[config.mk]
export PLATFORM = sky130hd
export DESIGN_NAME = adpc_top
export DESIGN_NICKNAME = d
export VERILOG_FILES = /design/src/adpc_pkg.sv /design/src/adpc_seq_mem.sv /design/src/adpc_sync.sv /design/src/adpc_top.sv
export SDC_FILE = /design/constraint.sdc
export NUM_CORES = 1
export LEC_CHECK = 0
export ABC_AREA = 1
export BUFFER_PORTS_ARGS = -buffer_cell sky130_fd_sc_hd__buf_2
export CAP_MARGIN = 20
export CORE_ASPECT_RATIO = 2
export CORE_MARGIN = 10
export CORE_UTILIZATION = 25
export DETAILED_ROUTE_END_ITERATION = 12
export PLACE_DENSITY = 0.38
export SLEW_MARGIN = 15
export SYNTH_ARGS = -nofsm -noshare
export SYNTH_HDL_FRONTEND = slang
export SYNTH_SLANG_ARGS = --single-unit
[constraint.sdc]
create_clock -name clk -period 2.96 [get_ports clk]
set_input_delay 0.148 -clock clk [delete_from_list [all_inputs] [get_ports clk]]
set_output_delay 0.148 -clock clk [all_outputs]
set_load 0.1 [all_outputs]
[src/adpc_pkg.sv]
/*
  Constants and types for the converter control sequencer.
  Assumes a single 50 MHz clock and a host that drives the pins asynchronously.
*/
package adpc_pkg;

  localparam int CLK_PERIOD_NS  = 20;
  localparam int CONV_TIME_NS   = 2000;
  // Longest time, so the count rounds down.
  localparam int CONV_CYCLES    = (CONV_TIME_NS / CLK_PERIOD_NS < 1) ? 1
                                  : CONV_TIME_NS / CLK_PERIOD_NS;
  localparam int CONV_CNT_W     = 8;

  localparam int RES_W          = 12;
  localparam int CH_W           = 3;
  localparam int SEQ_DEPTH      = 16;
  localparam int SEQ_AW         = 4;
  localparam int ENTRY_W        = 7;
  localparam int PIN_W          = 13;

  // Sequencer entry fields.
  localparam int SEQ_PAIR_BIT   = 6;
  localparam int SEQ_CH_LSB     = 3;
  localparam int SEQ_POL_BIT    = 2;
  localparam int SEQ_GAIN_BIT   = 1;
  localparam int SEQ_LAST_BIT   = 0;
  localparam int RB_LSB         = 9;

  // Synchronised pin vector layout.
  localparam int PIN_CS         = 0;
  localparam int PIN_RD         = 1;
  localparam int PIN_WR         = 2;
  localparam int PIN_CONV       = 3;
  localparam int PIN_PD         = 4;
  localparam int PIN_MHI        = 5;
  localparam int PIN_MLO        = 6;
  localparam int PIN_GAIN       = 7;
  localparam int PIN_POL        = 8;
  localparam int PIN_PAIR       = 9;
  localparam int PIN_CH_LSB     = 10;

  // Reset levels: strobes idle high, configuration low.
  localparam logic [PIN_W-1:0] PIN_RST = 13'h001F;
  localparam logic [ENTRY_W-1:0] ENTRY_RST = 7'h00;
  localparam logic [RES_W-1:0] RES_RST = 12'h000;
  localparam logic [SEQ_AW-1:0] PTR_FIRST = 4'h0;

  // Mode codes {high select, low select}.
  localparam logic [1:0] MODE_DIRECT = 2'h0;
  localparam logic [1:0] MODE_SCAN   = 2'h1;
  localparam logic [1:0] MODE_PROG   = 2'h2;
  localparam logic [1:0] MODE_SEQ    = 2'h3;

  typedef enum logic [0:0] {ADPC_IDLE, ADPC_CONV} adpc_state_t;

endpackage : adpc_pkg

[src/adpc_seq_mem.sv]
/*
  Sequencer entry memory: one write port and a registered read port.
  Assumes the read address is held steady for a cycle before the data is used.
*/
`timescale 1ns/1ns
module adpc_seq_mem
  import adpc_pkg::*;
(
  // Clock and reset
  input  wire logic               clk,
  input  wire logic               sys_rst,
  input  wire logic               clk_en,
  // Write port
  input  wire logic               wr_en,
  input  wire logic [SEQ_AW-1:0]  wr_addr,
  input  wire logic [ENTRY_W-1:0] wr_data,
  // Read port
  input  wire logic [SEQ_AW-1:0]  rd_addr,
  output logic      [ENTRY_W-1:0] rd_data
);

  logic [ENTRY_W-1:0] mem [SEQ_DEPTH];

  // Contents have no reset; only the read register does.
  always_ff @(posedge clk)
  begin
    if (clk_en && wr_en)
    begin
      mem[wr_addr] <= wr_data;
    end
  end

  always_ff @(posedge clk or posedge sys_rst)
  begin
    if (sys_rst)
    begin
      rd_data <= ENTRY_RST;
    end
    else if (clk_en)
    begin
      rd_data <= mem[rd_addr];
    end
  end

endmodule : adpc_seq_mem

[src/adpc_sync.sv]
/*
  Two-stage synchroniser for a vector of asynchronous pin levels.
  Assumes each bit is an independent level; no word coherence is promised.
*/
`timescale 1ns/1ns
module adpc_sync
#(
  parameter int             W   = 1,
  parameter logic [W-1:0]   RST = '0
)
(
  // Clock and reset
  input  wire logic         clk,
  input  wire logic         sys_rst,
  input  wire logic         clk_en,
  // Levels
  input  wire logic [W-1:0] async_in,
  output logic      [W-1:0] sync_out
);

  logic [W-1:0] meta_q;

  always_ff @(posedge clk or posedge sys_rst)
  begin
    if (sys_rst)
    begin
      meta_q   <= RST;
      sync_out <= RST;
    end
    else if (clk_en)
    begin
      meta_q   <= async_in;
      sync_out <= meta_q;
    end
  end

endmodule : adpc_sync

[src/adpc_top.sv]
/*
  Control and output logic of the eight-channel sampling converter.
  Assumes the analog core returns a sample on the same clock and that host pins
  are asynchronous; they are synchronised before use.
*/
`timescale 1ns/1ns
module adpc_top
  import adpc_pkg::*;
(
  // Clock, reset and enable
  input  wire logic                     clk,
  input  wire logic                     sys_rst,
  input  wire logic                     clk_en,
  // Host strobes
  input  wire logic                     cs_n,
  input  wire logic                     rd_n,
  input  wire logic                     wr_n,
  input  wire logic                     conv_start_n,
  input  wire logic                     power_down_n,
  // Mode selects
  input  wire logic                     mode_sel_hi,
  input  wire logic                     mode_sel_lo,
  // Channel and configuration inputs
  input  wire logic                     gain_select,
  input  wire logic                     polarity_select,
  input  wire logic                     input_pairing,
  input  wire logic [adpc_pkg::CH_W-1:0] channel_sel,
  // Analog core sample
  input  wire logic [adpc_pkg::RES_W-1:0] adc_sample,
  // Three-state output bus
  output logic      [adpc_pkg::RES_W-1:0] data_out,
  output logic      [adpc_pkg::CH_W-1:0]  channel_echo,
  output logic                          pairing_echo,
  output logic                          bus_oe_n,
  output logic                          busy_n,
  // Analog core controls
  output logic      [adpc_pkg::CH_W-1:0]  mux_channel,
  output logic                          mux_pairing,
  output logic                          shared_neg_input,
  output logic                          gain_one,
  output logic                          bipolar_span,
  output logic                          sample_hold,
  output logic                          nap_mode,
  output logic                          sleep_mode
);

  import adpc_pkg::*;

  logic [PIN_W-1:0]   pin_raw;
  logic [PIN_W-1:0]   pin_s;
  logic [PIN_W-1:0]   pin_prev_q;
  logic [ENTRY_W-1:0] mem_rd;

  assign pin_raw = {channel_sel, input_pairing, polarity_select, gain_select,
                    mode_sel_lo, mode_sel_hi, power_down_n, conv_start_n,
                    wr_n, rd_n, cs_n};

  adpc_sync #(.W(PIN_W), .RST(PIN_RST)) u_sync
  (
    .clk      (clk),
    .sys_rst  (sys_rst),
    .clk_en   (clk_en),
    .async_in (pin_raw),
    .sync_out (pin_s)
  );

  // Decoded synchronised pins.
  logic               cs_act;
  logic               rd_act;
  logic               wr_low;
  logic               wr_rise;
  logic               rd_rise;
  logic               conv_fall;
  logic [1:0]         mode;
  logic [ENTRY_W-1:0] pin_entry;

  always_comb
  begin
    cs_act    = ~pin_s[PIN_CS];
    rd_act    = ~pin_s[PIN_RD] & cs_act;
    wr_low    = ~pin_s[PIN_WR];
    wr_rise   = pin_s[PIN_WR] & ~pin_prev_q[PIN_WR];
    rd_rise   = pin_s[PIN_RD] & ~pin_prev_q[PIN_RD] & cs_act;
    conv_fall = ~pin_s[PIN_CONV] & pin_prev_q[PIN_CONV] & cs_act;
    mode      = {pin_s[PIN_MHI], pin_s[PIN_MLO]};
    pin_entry = {pin_s[PIN_PAIR], pin_s[PIN_CH_LSB +: CH_W], pin_s[PIN_POL],
                 pin_s[PIN_GAIN], 1'b0};
  end

  // Main state.
  adpc_state_t        state_q,     state_d;
  logic [CONV_CNT_W-1:0] cnt_q,    cnt_d;
  logic [ENTRY_W-1:0] cfg_q,       cfg_d;
  logic [ENTRY_W-1:0] conv_cfg_q,  conv_cfg_d;
  logic [CH_W-1:0]    scan_ch_q,   scan_ch_d;
  logic [SEQ_AW-1:0]  ptr_q,       ptr_d;
  logic [1:0]         mode_q,      mode_d;
  logic [RES_W-1:0]   res_q,       res_d;
  logic [CH_W-1:0]    res_ch_q,    res_ch_d;
  logic               res_pair_q,  res_pair_d;
  logic [RES_W-1:0]   data_d;
  logic [CH_W-1:0]    ch_echo_d;
  logic               pair_echo_d;
  logic               oe_n_d;
  logic               busy_n_d;
  logic               nap_d;
  logic               sleep_d;
  logic               mem_we;
  logic               shut;
  logic               run_cfg_last;
  logic [ENTRY_W-1:0] start_cfg;

  always_comb
  begin
    state_d     = state_q;
    cnt_d       = cnt_q;
    cfg_d       = cfg_q;
    conv_cfg_d  = conv_cfg_q;
    scan_ch_d   = scan_ch_q;
    ptr_d       = ptr_q;
    mode_d      = mode;
    res_d       = res_q;
    res_ch_d    = res_ch_q;
    res_pair_d  = res_pair_q;
    mem_we      = 1'b0;
    shut        = ~pin_s[PIN_PD];
    nap_d       = shut & cs_act;
    sleep_d     = shut & ~cs_act;
    run_cfg_last = 1'b0;
    start_cfg   = cfg_q;

    // Direct-address and scan configuration follows the pins while the load
    // strobe is low and freezes when it rises, so tying it low is transparent.
    if ((mode == MODE_DIRECT || mode == MODE_SCAN) && wr_low)
    begin
      cfg_d = pin_entry;
    end

    // Location restarts on every entry into program/read-back mode.
    if (mode == MODE_PROG && mode_q != MODE_PROG)
    begin
      ptr_d = PTR_FIRST;
    end
    else if (mode == MODE_PROG && state_q == ADPC_IDLE)
    begin
      if (wr_rise)
      begin
        mem_we = 1'b1;
        ptr_d  = ptr_q + 1'b1;
      end
      else if (rd_rise)
      begin
        ptr_d = ptr_q + 1'b1;
      end
    end

    // Choose the configuration used by the next conversion.
    unique case (mode)
      MODE_SCAN:
      begin
        start_cfg = {cfg_q[SEQ_PAIR_BIT], scan_ch_q, cfg_q[SEQ_POL_BIT:0]};
      end
      MODE_SEQ:
      begin
        start_cfg    = mem_rd;
        run_cfg_last = mem_rd[SEQ_LAST_BIT];
      end
      default:
      begin
        start_cfg = cfg_d;
      end
    endcase

    unique case (state_q)
      ADPC_IDLE:
      begin
        // Starts are refused while shut down or in program mode.
        if (conv_fall && !shut && mode != MODE_PROG)
        begin
          state_d    = ADPC_CONV;
          cnt_d      = CONV_CNT_W'(CONV_CYCLES - 1);
          conv_cfg_d = start_cfg;
          if (mode == MODE_SCAN)
          begin
            // Paired inputs step over the partner channel.
            scan_ch_d = start_cfg[SEQ_PAIR_BIT] ? scan_ch_q + 3'h2
                                                : scan_ch_q + 3'h1;
          end
          if (mode == MODE_SEQ)
          begin
            ptr_d = run_cfg_last ? PTR_FIRST : ptr_q + 1'b1;
          end
        end
      end
      ADPC_CONV:
      begin
        if (cnt_q == '0)
        begin
          state_d    = ADPC_IDLE;
          res_d      = adc_sample;
          res_ch_d   = conv_cfg_q[SEQ_CH_LSB +: CH_W];
          res_pair_d = conv_cfg_q[SEQ_PAIR_BIT];
        end
        else
        begin
          cnt_d = cnt_q - 1'b1;
        end
      end
    endcase

    busy_n_d = ~(state_d == ADPC_CONV || mode == MODE_PROG);

    // Output bus contents.
    if (mode == MODE_PROG)
    begin
      data_d      = {mem_rd[SEQ_POL_BIT:0], 9'h000};
      ch_echo_d   = mem_rd[SEQ_CH_LSB +: CH_W];
      pair_echo_d = mem_rd[SEQ_PAIR_BIT];
    end
    else
    begin
      data_d      = res_d;
      ch_echo_d   = res_ch_d;
      pair_echo_d = res_pair_d;
    end
    oe_n_d = ~rd_act;
  end

  always_ff @(posedge clk or posedge sys_rst)
  begin
    if (sys_rst)
    begin
      state_q      <= ADPC_IDLE;
      cnt_q        <= '0;
      cfg_q        <= ENTRY_RST;
      conv_cfg_q   <= ENTRY_RST;
      scan_ch_q    <= '0;
      ptr_q        <= PTR_FIRST;
      mode_q       <= MODE_DIRECT;
      res_q        <= RES_RST;
      res_ch_q     <= '0;
      res_pair_q   <= 1'b0;
      pin_prev_q   <= PIN_RST;
      data_out     <= RES_RST;
      channel_echo <= '0;
      pairing_echo <= 1'b0;
      bus_oe_n     <= 1'b1;
      busy_n       <= 1'b1;
      nap_mode     <= 1'b0;
      sleep_mode   <= 1'b0;
    end
    else if (clk_en)
    begin
      state_q      <= state_d;
      cnt_q        <= cnt_d;
      cfg_q        <= cfg_d;
      conv_cfg_q   <= conv_cfg_d;
      scan_ch_q    <= scan_ch_d;
      ptr_q        <= ptr_d;
      mode_q       <= mode_d;
      res_q        <= res_d;
      res_ch_q     <= res_ch_d;
      res_pair_q   <= res_pair_d;
      pin_prev_q   <= pin_s;
      data_out     <= data_d;
      channel_echo <= ch_echo_d;
      pairing_echo <= pair_echo_d;
      bus_oe_n     <= oe_n_d;
      busy_n       <= busy_n_d;
      nap_mode     <= nap_d;
      sleep_mode   <= sleep_d;
    end
  end

  // Analog core controls follow the conversion configuration while converting and the latched pin configuration otherwise.
  logic [ENTRY_W-1:0] mux_cfg;

  always_comb
  begin
    mux_cfg = (state_d == ADPC_CONV) ? conv_cfg_d : cfg_d;
  end

  always_ff @(posedge clk or posedge sys_rst)
  begin
    if (sys_rst)
    begin
      mux_channel      <= '0;
      mux_pairing      <= 1'b0;
      shared_neg_input <= 1'b1;
      gain_one         <= 1'b0;
      bipolar_span     <= 1'b0;
      sample_hold      <= 1'b0;
    end
    else if (clk_en)
    begin
      mux_channel      <= mux_cfg[SEQ_CH_LSB +: CH_W];
      mux_pairing      <= mux_cfg[SEQ_PAIR_BIT];
      shared_neg_input <= ~mux_cfg[SEQ_PAIR_BIT];
      gain_one         <= mux_cfg[SEQ_GAIN_BIT];
      bipolar_span     <= mux_cfg[SEQ_POL_BIT];
      sample_hold      <= (state_d == ADPC_CONV);
    end
  end

  // The end-of-sequence flag has no pin of its own, so it rides on the start
  // pin level; starts are refused in program mode, so that pin is free while
  // entries are written.
  logic [ENTRY_W-1:0] wr_entry;

  always_comb
  begin
    wr_entry = {pin_entry[ENTRY_W-1:1], pin_s[PIN_CONV]};
  end

  adpc_seq_mem u_mem
  (
    .clk     (clk),
    .sys_rst (sys_rst),
    .clk_en  (clk_en),
    .wr_en   (mem_we),
    .wr_addr (ptr_q),
    .wr_data (wr_entry),
    .rd_addr (ptr_d),
    .rd_data (mem_rd)
  );

endmodule : adpc_top

==> metrics.csv, run 1 <==
metric;value;unit
grt_pass1_wl;49600;um
crit_type;flip-flop to flip-flop;
hold_path.class;input port to flip-flop;
cts_sinks;221;
reg2regPathDepth;14;
ys_async_sr_fraction;49.3;%
grt_pass1_vias;7967;
nNetsFinal;1198;
min_period_over_period;83.9;%
wirelength;32800;um
dp_hpwl;23400;um
post-cts-setup-buffer-count;0;
synth_area;9960;um2
combPwrFrac;30.1;%
core-area;39400;um2
r2r_slack;480;ps
start_util;25.3;%
yosysWarnings;0;
cts-root-buf;clkbuf_16;
slew_headroom;55.5;%
clock-skew-final;18.8;ps
avgViaCountPerCell;4.46;
num_rows;103;
cp-startpoint;u_sync.sync_out[5];
power.share.clock;30.0;%
diodes;0;
dieArea;48700;um2
synthFlopType;edfxtp_1;
timing.rr.start;u_sync.sync_out[5];
synth_edf_count;112;
htreeDepth;1;
numCtsBuffers;21;
ys_types;40;
track_usage;13.4;%
vdd_drop_max;0.614;mV
fill_cells;4220;
fp.dieW;161;um
area_delta_synth_final;21.9;%
path_common_cell;nand2_1;
port-buffer-count;55;
die_y;302;um
place.gp.congestion;0.855;
crit_path_end;u_mem.rd_data[5];
final.min_clock_period;2480;ps
finalSetupTns;0;ps
synth_fp_nets;1090;
clk_latency;520;ps
critPathMaxStageDelay;430;ps
cp_max_fo;56;
ioPinCount;56;
p_leak;5.39;nW
rsz0062_at_grt;false;
routedWlPerCell;19.3;um
arrival;2880;ps
slowest_stage;dfrtp_1;
synth-seq-cells;221;
cts_buffer_depth;3;
internal-power;6.13;mW
final_max_slew_viol_count;0;
hold_viol;0;
yosysMostFrequentCell;nand2_1;
p_per_area;807;nW/um2
cap_violations;0;
drtIter0Drc;301;
grt_max_degree;110;
endpoint_kind;flip-flop;
p_seq_share;39.9;%
status;completed;
crit_required;3360;ps
synthTopCellsByArea;edfxtp_1 34%, dfrtp_1 23%, nand2_1 11%;
yosys.area.top_type_share;33.8;%
cts.clk_slew.worst_paths;70;ps
finalSetupViolCount;0;
antenna_found_initial;0;
ys_seq_area_share;61.3;%
drc_errors;0;
vias;7590;
syn_inst;1056;
path_cells;inv_2 > nor2_8 > buf_4 > o21ai_1 > nand2_1 > nand2_2 > buf_12 > nand3b_1 > nand3_1 > nand3_1 > nand3_1 > nand2_1 > nand2_1 > nand2_1;
swShare;37.4;%
fin_hold_ws;195;ps
synth_commonest_cells;292 x nand2_1, 138 x nand3_1, 118 x inv_1;
max_freq;403;MHz
cts_tree;done;
syn_avg_cell_area;9.43;um2
grt_overflow;0;
r2r_end;u_mem.rd_data[5];
drtAntennaViolNets;0;
total_switching_power;3.67;mW
final_layout_size_suffix_gt1_share;15.5;%
worstMarginPinSlew;667;ps
synth_area_leader_cell;edfxtp_1;
cp-start-kind;flip-flop;
first_pass_iters;5;
## state kept, by name (all words and copies together) (netlist names), 2 cells and up
signal	count
cfg_q	6
channel_echo	3
cnt_q	8
conv_cfg_q	6
data_out	12
mode_q	2
mux_channel	3
pin_prev_q	3
ptr_q	4
res_ch_q	3
res_q	12
scan_ch_q	3
u_mem.mem	112
u_mem.rd_data	7
u_sync.meta_q	13
u_sync.sync_out	13
## power groups by stage
stage               Clock (mW)  Sequential (mW)  Combinational [mW]
floorplan                    0             4.63                1.30
global placement             0             3.97                2.99
detailed placement           0             3.97                2.99
CTS                       3.03             3.91                3.02
global route              3.14             3.95                3.23
finish                    2.93             3.91                2.95
## per-layer routing
layer	share of wire, %	GRT usage (%)	vias up
li1	-	-	3684
met1	34	12.5	3729
met2	59	27.9	118
met3	2.4	1.39	59
met4	4.0	5.96	0
met5	0	0	-
## stage by stage
stage	cell area (um2)	util, %	setup WS (ps)	std cells	total power, mW
CTS	12100	30.8	439	1703	9.97
floorplan	9960	-	556	1056	5.92
global placement	11100	28.3	465	1640	6.96
global route	12100	30.8	248	1703	10.3
detailed placement	11100	28.3	450	1640	6.96
finish	12100	30.8	477	1703	9.80
## placed cells by master, fill, tap and decap left out, types with 2 or more instances in the layout
cell type | netlist | layout
clkinv_1 | 0 | 2
o21bai_1 | 2 | 2
clkbuf_16 | 0 | 22
clkinvlp_4 | 0 | 3
buf_2 | 18 | 55
edfxtp_1 | 112 | 112
dfstp_2 | 16 | 16
o2111ai_1 | 3 | 3
inv_2 | 6 | 6
xnor2_1 | 2 | 2
dfrtp_1 | 93 | 93
nor3_1 | 2 | 2
a31oi_1 | 2 | 2
xor2_1 | 4 | 4
o211ai_1 | 2 | 2
ha_1 | 6 | 6
nand4_1 | 3 | 3
a21oi_1 | 13 | 13
clkbuf_1 | 25 | 2
buf_12 | 0 | 7
mux2i_1 | 6 | 6
inv_1 | 118 | 116
buf_4 | 5 | 50
dlygate4sd3_1 | 0 | 26
a22o_1 | 3 | 3
bufinv_16 | 0 | 4
nand3b_1 | 14 | 14
o22ai_1 | 4 | 4
clkinv_2 | 1 | 6
nor2_1 | 40 | 40
nand2_2 | 7 | 7
o21ai_0 | 101 | 101
o21ai_1 | 4 | 4
nand2_1 | 292 | 292
nand3_1 | 138 | 138
## worst max-delay path: cells and delay by family (launching register included)
family / cells / cell delay, ps
DFF: 1 / 430
buffers and inverters: 3 / 600
and+or+nand+nor: 10 / 1050
AOI/OAI and AO/OA: 1 / 280
## logic make-up (layout without fill, tap and decap cells)
family	count (synthesis)	count (layout)	synth area share, %
XOR/XNOR	6	6	0.528
buffers and inverters	178	300	7.44
adder cells (fa/ha/maj)	6	6	0.754
multiplexers	6	6	0.603
AND/OR/NAND/NOR	500	500	21.8
AO/OA/AOI/OAI	139	139	7.55
flip-flops	221	221	61.3
## worst min-delay path by stage
stage                   from                to  slack (ps)  cells after the start
6_report              clk_en     pin_prev_q[2]         200                      4
5_1_grt               clk_en     pin_prev_q[2]         210                      4
4_1_cts               clk_en     pin_prev_q[2]         170                      4
3_5_place_dp   input_pairing  u_sync.meta_q[9]         360                      3
3_3_place_gp   input_pairing  u_sync.meta_q[9]         350                      3
2_1_floorplan           cs_n  u_sync.meta_q[0]         240                      2
## repair_timing
action,CTS,global route
endpoints found under the setup margin,0,0
endpoints found under the hold margin,124,0
gates resized for setup,0,0
hold buffers,26,0
## layout make-up
type | instances | area [um2] | area share (%)
clock inverters | 12 | 163 | 1.34
clock buffers | 25 | 572 | 4.71
well taps | 525 | 657 | 5.41
inverters | 125 | 475 | 3.92
multi-input cells | 657 | 3110 | 25.6
repair buffers | 138 | 1050 | 8.66
flip-flops and latches | 221 | 6110 | 50.3
(Power assumes the default switching activity.)
==> run 2: changes to the inputs <==
--- a/config.mk
+++ b/config.mk
@@ -12,7 +12,7 @@
 export CORE_MARGIN = 10
 export CORE_UTILIZATION = 25
 export DETAILED_ROUTE_END_ITERATION = 12
-export PLACE_DENSITY = 0.38
+export PLACE_DENSITY = 0.36
 export SLEW_MARGIN = 15
 export SYNTH_ARGS = -nofsm -noshare
 export SYNTH_HDL_FRONTEND = slang
==> constraint.sdc (replaced) <==
create_clock -name clk -period 2.5 [get_ports clk]
set_input_delay 0.125 -clock clk [delete_from_list [all_inputs] [get_ports clk]]
set_output_delay 0.125 -clock clk [all_outputs]
set_load 0.1 [all_outputs]
==> run 2 against run 1 <==
Count of clock-buffer cells in the layout decreased by 1; register-to-register slack got worse by 290 ps; global-route usage is 0.33 points higher; sequential share of layout area decreased by 0.53 points; final area is 1.1% higher; flip-flop and latch count is the same; first-iteration DRC count rose by 32%; non-clock buffer count increased by 9; via count grew 0.24%; clock skew decreased by 3.6 ps; maximum frequency increased by 7.4%; critical path depth down 5.
==> metrics.csv, run 2 (synthesis gave the netlist of run 1 again) <==
metric;value;unit;change
clock-skew-final;15.2;ps;-3.60 ps
dp_slack;145;ps;-305 ps
total_switching_power;4.36;mW;+19%
antenna_found_initial;0;;unchanged
first_pass_iters;5;;unchanged
crit_path_end;u_mem.mem[10][2];;
drtIter0Drc;398;;+32%
final_max_slew_viol_count;0;;unchanged
cts_tree;done;;
critPathMaxStageDelay;450;ps;+20 ps
cp-startpoint;u_sync.sync_out[5];;
track_usage;13.7;%;+0.33 points
r2r_slack;190;ps;-290 ps
routedWlPerCell;19.5;um;+1.2%
grt_max_degree;105;;-4.5%
cts_sinks;221;;unchanged
cp-start-kind;flip-flop;;
drtAntennaViolNets;0;;unchanged
worstMarginPinSlew;831;ps;+164 ps
finalSetupTns;0;ps;unchanged
start_util;25.3;%;unchanged
crit_required;2730;ps;-630 ps
drc_errors;0;;unchanged
ctsResizeCount;0;;unchanged
die_y;302;um;unchanged
htreeDepth;1;;unchanged
num_rows;103;;unchanged
ioPinCount;56;;unchanged
endpoint_kind;flip-flop;;
finalSetupViolCount;0;;unchanged
layout_commonest_cell;nand2_1;;
dp_hpwl;24000;um;+2.4%
port-buffer-count;55;;unchanged
cts_buffer_depth;3;;unchanged
core-area;39400;um2;unchanged
cts-root-buf;clkbuf_16;;
largest_reg_flops;112;;unchanged
rsz0062_at_grt;false;;
cts.clk_slew.worst_paths;70;ps;about the same
fp.dieW;161;um;unchanged
path_cells;inv_2 > nor2_8 > o21ai_1 > buf_4 > nand4_1 > nor2_1 > nand2_1 > nor2_1 > buf_4;;
placed_cell_area;11200;um2;+0.83%
top_regs;u_mem.mem: 112 flops, u_sync.meta_q: 13 flops, u_sync.sync_out: 13 flops;;
post-cts-setup-buffer-count;0;;unchanged
diodes;0;;unchanged
p_seq_share;39.4;%;-0.5 points
numCtsBuffers;22;;+4.8%
vias;7608;;+0.24%
final_cell_mix;292 x nand2_1, 138 x nand3_1, 116 x inv_1, 112 x edfxtp_1, 101 x o21ai_0;;
grt_pass1_vias;8201;;+2.9%
status;completed;;
worst_slack;189;ps;-288 ps
cp_max_fo;7;;-88%
grt_pass1_wl;51100;um;+3.1%
path_depth;9;;-5
power.share.clock;31.0;%;+1.0 points
p_leak;5.46;nW;+1.3%
final_util;31.1;%;+0.33 points
combPwrFrac;29.7;%;-0.4 points
cap_violations;0;;unchanged
hold_path.class;input port to flip-flop;;
cp_num_buf_inv;3;;unchanged
r2r_end;u_mem.mem[10][2];;
min_period_over_period;92.4;%;+8.6 points
fin_area;12300;um2;+1.1%
slew_headroom;44.5;%;-11 points
slowest_stage;dfrtp_1;;
max_flop_register;u_mem.mem;;
final_layout_size_suffix_gt1_share;16.1;%;+0.53 points
dieArea;48700;um2;unchanged
crit_type;flip-flop to flip-flop;;
arrival;2540;ps;-340 ps
vdd_drop_max;0.726;mV;+18%
max_freq;433;MHz;+7.4%
finalPower;11.8;mW;+20%
hold_viol;0;;unchanged
swShare;37.0;%;-0.48 points
reg2regPathDepth;9;;-5
final.min_clock_period;2310;ps;-172 ps
internal-power;7.43;mW;+21%
nNetsFinal;1208;;+0.83%
place.gp.congestion;0.808;;-5.4%
clk_latency;530;ps;about the same
p_per_area;961;nW/um2;+19%
avgViaCountPerCell;4.44;;-0.41%
wirelength;33400;um;+1.9%
area_delta_synth_final;23.2;%;
path_delay_family;simple AND/OR/NAND/NOR gates;;
timing.rr.start;u_sync.sync_out[5];;
grt_overflow;0;;unchanged
## run 2: area by class of cell
type | count | area (um2)
clock buffers | 24 | 579
well taps | 525 | 657
flip-flops and latches | 221 | 6110
inverters | 125 | 475
clock inverters | 15 | 193
repair buffers | 147 | 1140
fillers | 4245 | 27200
multi-input cells | 657 | 3110
## run 2: through the flow
step	std cells	hold slack, ps
2_1_floorplan	1056	221
3_3_place_gp	1649	320
5_1_grt	1714	83.2
4_1_cts	1714	61.9
3_5_place_dp	1649	330
6_report	1714	82.5
## run 2: timing repair
action	CTS	global route
endpoints found under the setup margin	0	0
endpoints found under the hold margin	57	0
hold buffers	26	0
## run 2: metal layers
metal  track usage, %  part of all wire, %  up-vias
met5                0                    0        -
met4             5.87                  4.0        0
met3             1.54                  2.5       52
met2             28.2                   59      129
met1             13.2                   35     3720
li1                 -                    -     3707
## run 2: worst min-delay path by stage
| stage | from | end | slack (ps) | depth (start not counted) |
|---|---|---|---|---|
| finish | clk_en | pin_prev_q[2] | 80 | 4 |
| detailed placement | sys_rst | res_q[6] | 330 | 2 |
| global placement | sys_rst | res_q[6] | 320 | 2 |
| global route | clk_en | pin_prev_q[2] | 80 | 4 |
| CTS | clk_en | pin_prev_q[2] | 60 | 4 |
| floorplan | cs_n | u_sync.meta_q[0] | 220 | 2 |
## run 2: power groups by stage
stage	Sequential [mW]	Clock, mW	Combinational, mW
after floorplan	5.48	0	1.54
after global placement	4.72	0	3.55
after detailed placement	4.72	0	3.54
after CTS	4.65	3.77	3.58
after global routing	4.70	3.88	3.85
final	4.64	3.65	3.50
## run 2: worst register-to-register path, stage by stage, from the launching register on
cell and delay [ps]:
dfrtp_1 450, inv_2 140, nor2_8 60, o21ai_1 130, buf_4 180, nand4_1 70, nor2_1 250, nand2_1 280
nor2_1 260, buf_4 210
==> run 3: changes to the inputs <==
--- a/config.mk
+++ b/config.mk
@@ -6,13 +6,13 @@
 export NUM_CORES = 1
 export LEC_CHECK = 0
 export ABC_AREA = 1
-export BUFFER_PORTS_ARGS = -buffer_cell sky130_fd_sc_hd__buf_2
 export CAP_MARGIN = 20
 export CORE_ASPECT_RATIO = 2
 export CORE_MARGIN = 10
 export CORE_UTILIZATION = 25
 export DETAILED_ROUTE_END_ITERATION = 12
-export PLACE_DENSITY = 0.36
+export DONT_BUFFER_PORTS = 1
+export PLACE_DENSITY = 0.35
 export SLEW_MARGIN = 15
 export SYNTH_ARGS = -nofsm -noshare
 export SYNTH_HDL_FRONTEND = slang
==> run 3 against run 2 <==
Register-to-register slack worse by 40 ps; flip-flop and latch count unchanged; final area up 0.26%; wire length down 1.3%; clock skew up 6.5 ps; sequential power up 2%; power down 0.79%; cell count down 0.88%; core utilization up 0.083 points; maximum frequency down 1.7%; die area unchanged; count of clock-buffer cells in the layout up 10; critical path type unchanged.
==> metrics.csv, run 3 (synthesis gave the netlist of run 1 again) <==
metric;value;unit;change
finalSetupTns;0;ps;unchanged
vias;7457;;-2.0%
first_pass_iters;5;;unchanged
cp_max_fo;27;;+20
crit_required;2930;ps;+200 ps
track_usage;13.4;%;-0.35 points
final_cell_mix;291 x nand2_1, 135 x nand3_1, 115 x inv_1, 112 x edfxtp_1, 101 x o21ai_0;;
ioPinCount;56;;unchanged
clock-skew-final;21.7;ps;+6.50 ps
nNetsFinal;1192;;-1.3%
final_max_slew_viol_count;0;;unchanged
routedWlPerCell;19.4;um;-0.46%
layout_commonest_cell;nand2_1;;
p_per_area;951;nW/um2;-1.1%
vdd_drop_max;0.513;mV;-29%
max_freq;425;MHz;-1.7%
port-buffer-count;0;;-100%
multi_input_area;3140;um2;+0.89%
num_rows;103;;unchanged
drtIter0Drc;433;;+8.8%
area_delta_synth_final;23.5;%;
hold_viol;0;;unchanged
die_y;302;um;unchanged
grt_max_degree;105;;unchanged
fin_hold_ws;216;ps;+134 ps
top_regs;u_mem.mem: 112 flops, u_sync.meta_q: 13 flops, u_sync.sync_out: 13 flops;;
status;completed;;
avgViaCountPerCell;4.39;;-1.1%
p_seq_share;40.3;%;+0.9 points
largest_reg_flops;112;;unchanged
max_flop_register;u_mem.mem;;
clk_latency;530;ps;about the same
cts.clk_slew.worst_paths;70;ps;about the same
cp-start-kind;flip-flop;;
final.min_clock_period;2350;ps;+41.0 ps
grt_pass1_wl;49900;um;-2.3%
place.gp.congestion;0.806;;-0.32%
power.share.clock;29.1;%;-1.9 points
numCtsBuffers;22;;unchanged
fill_cells;4245;;unchanged
arrival;2780;ps;+240 ps
final_layout_size_suffix_gt1_share;15.1;%;-0.99 points
dp_hpwl;23300;um;-2.6%
finalSetupViolCount;0;;unchanged
start_util;25.3;%;unchanged
combPwrFrac;30.6;%;+0.9 points
cap_violations;0;;unchanged
rsz0062_at_grt;false;;
drtAntennaViolNets;0;;unchanged
cts_tree;done;;
final-seq-area;6110;um2;about the same
cts_buffer_depth;3;;unchanged
reg2regPathDepth;16;;+7
p_leak;5.41;nW;-0.88%
endpoint_kind;flip-flop;;
htreeDepth;1;;unchanged
crit_type;flip-flop to flip-flop;;
diodes;0;;unchanged
r2r_slack;150;ps;-40 ps
slew_headroom;46.6;%;+2.1 points
grt_pass1_vias;7987;;-2.6%
fp.dieW;161;um;unchanged
dieArea;48700;um2;unchanged
wirelength;33000;um;-1.3%
core-area;39400;um2;unchanged
total_switching_power;4.41;mW;+1.1%
internal-power;7.29;mW;-1.9%
swShare;37.7;%;+0.70 points
antenna_found_initial;0;;unchanged
cts_sinks;221;;unchanged
drc_errors;0;;unchanged
grt_overflow;0;;unchanged
cts-root-buf;clkbuf_16;;
worstMarginPinSlew;799;ps;-32.1 ps
min_period_over_period;94.1;%;+1.6 points
hold_path.class;input port to asynchronous set/reset pin;;
[run 3: cell type report]
class | count | share of cell area (%)
clock inverter | 6 | 0.631
clock buffer | 34 | 5.10
inverter | 125 | 3.87
sequential | 221 | 49.7
timing repair buffer | 131 | 9.87
tap | 525 | 5.34
multi-input combinational | 657 | 25.5
[run 3: final timing paths]
path	startpoint	endpoint
max	sample_hold	u_mem.rd_data[5]
min	sys_rst	data_out[3]
max reg2reg	sample_hold	u_mem.rd_data[5]
min reg2reg	u_sync.meta_q[4]	u_sync.meta_q[4]
max in group asynchronous	sys_rst	u_mem.rd_data[2]
min in group clk	wr_n	u_sync.meta_q[2]
[run 3: power by group through the flow]
stage                     Combinational (mW)  Clock, mW  Sequential [mW]
after floorplan                         1.54          0             5.48
after global placement                  3.50          0             4.80
after detailed placement                3.50          0             4.80
after CTS                               3.58       3.53             4.73
after global routing                    3.91       3.64             4.77
final                                   3.58       3.41             4.72
[run 3: what timing repair did]
action | 4_1_cts | 5_1_grt
setup buffers | 0 | 3
hold endpoints to repair | 91 | 0
hold buffers | 28 | 0
endpoints found under the setup margin | 0 | 6
resized for setup | 0 | 11
[run 3: critical path, stage by stage (launching register included)]
cell and delay (ps):
dfrtp_1 440, inv_2 120, nand2_1 90, nor2_4 140, nand3_4 130, nand2_1 140
nand2_4 100, nand2_2 120, buf_12 180, buf_4 160, nand2_1 50, nand3_1 70
nand3_1 150, nand3_2 160, nand2_1 60, nand2_1 60, nand2_1 50
[run 3: layer usage]
layer	vias up	global-route usage [%]	wire length, um
li1	3670	-	-
met1	3604	13.0	11300
met2	132	26.9	19300
met3	51	1.73	988
met4	0	6.29	1400
met5	-	0	0
[run 3: stage by stage]
stage / cells / power (mW) / area, um2 / setup WS, ps / util, %
after floorplan: 1056 / 7.01 / 9960 / 96.4 / -
final: 1699 / 11.7 / 12300 / 148 / 31.2
after global placement: 1626 / 8.30 / 11200 / 126 / 28.3
after global routing: 1699 / 12.3 / 12300 / 8.65 / 31.2
after CTS: 1694 / 11.8 / 12200 / 82.0 / 30.9
after detailed placement: 1626 / 8.29 / 11200 / 128 / 28.3
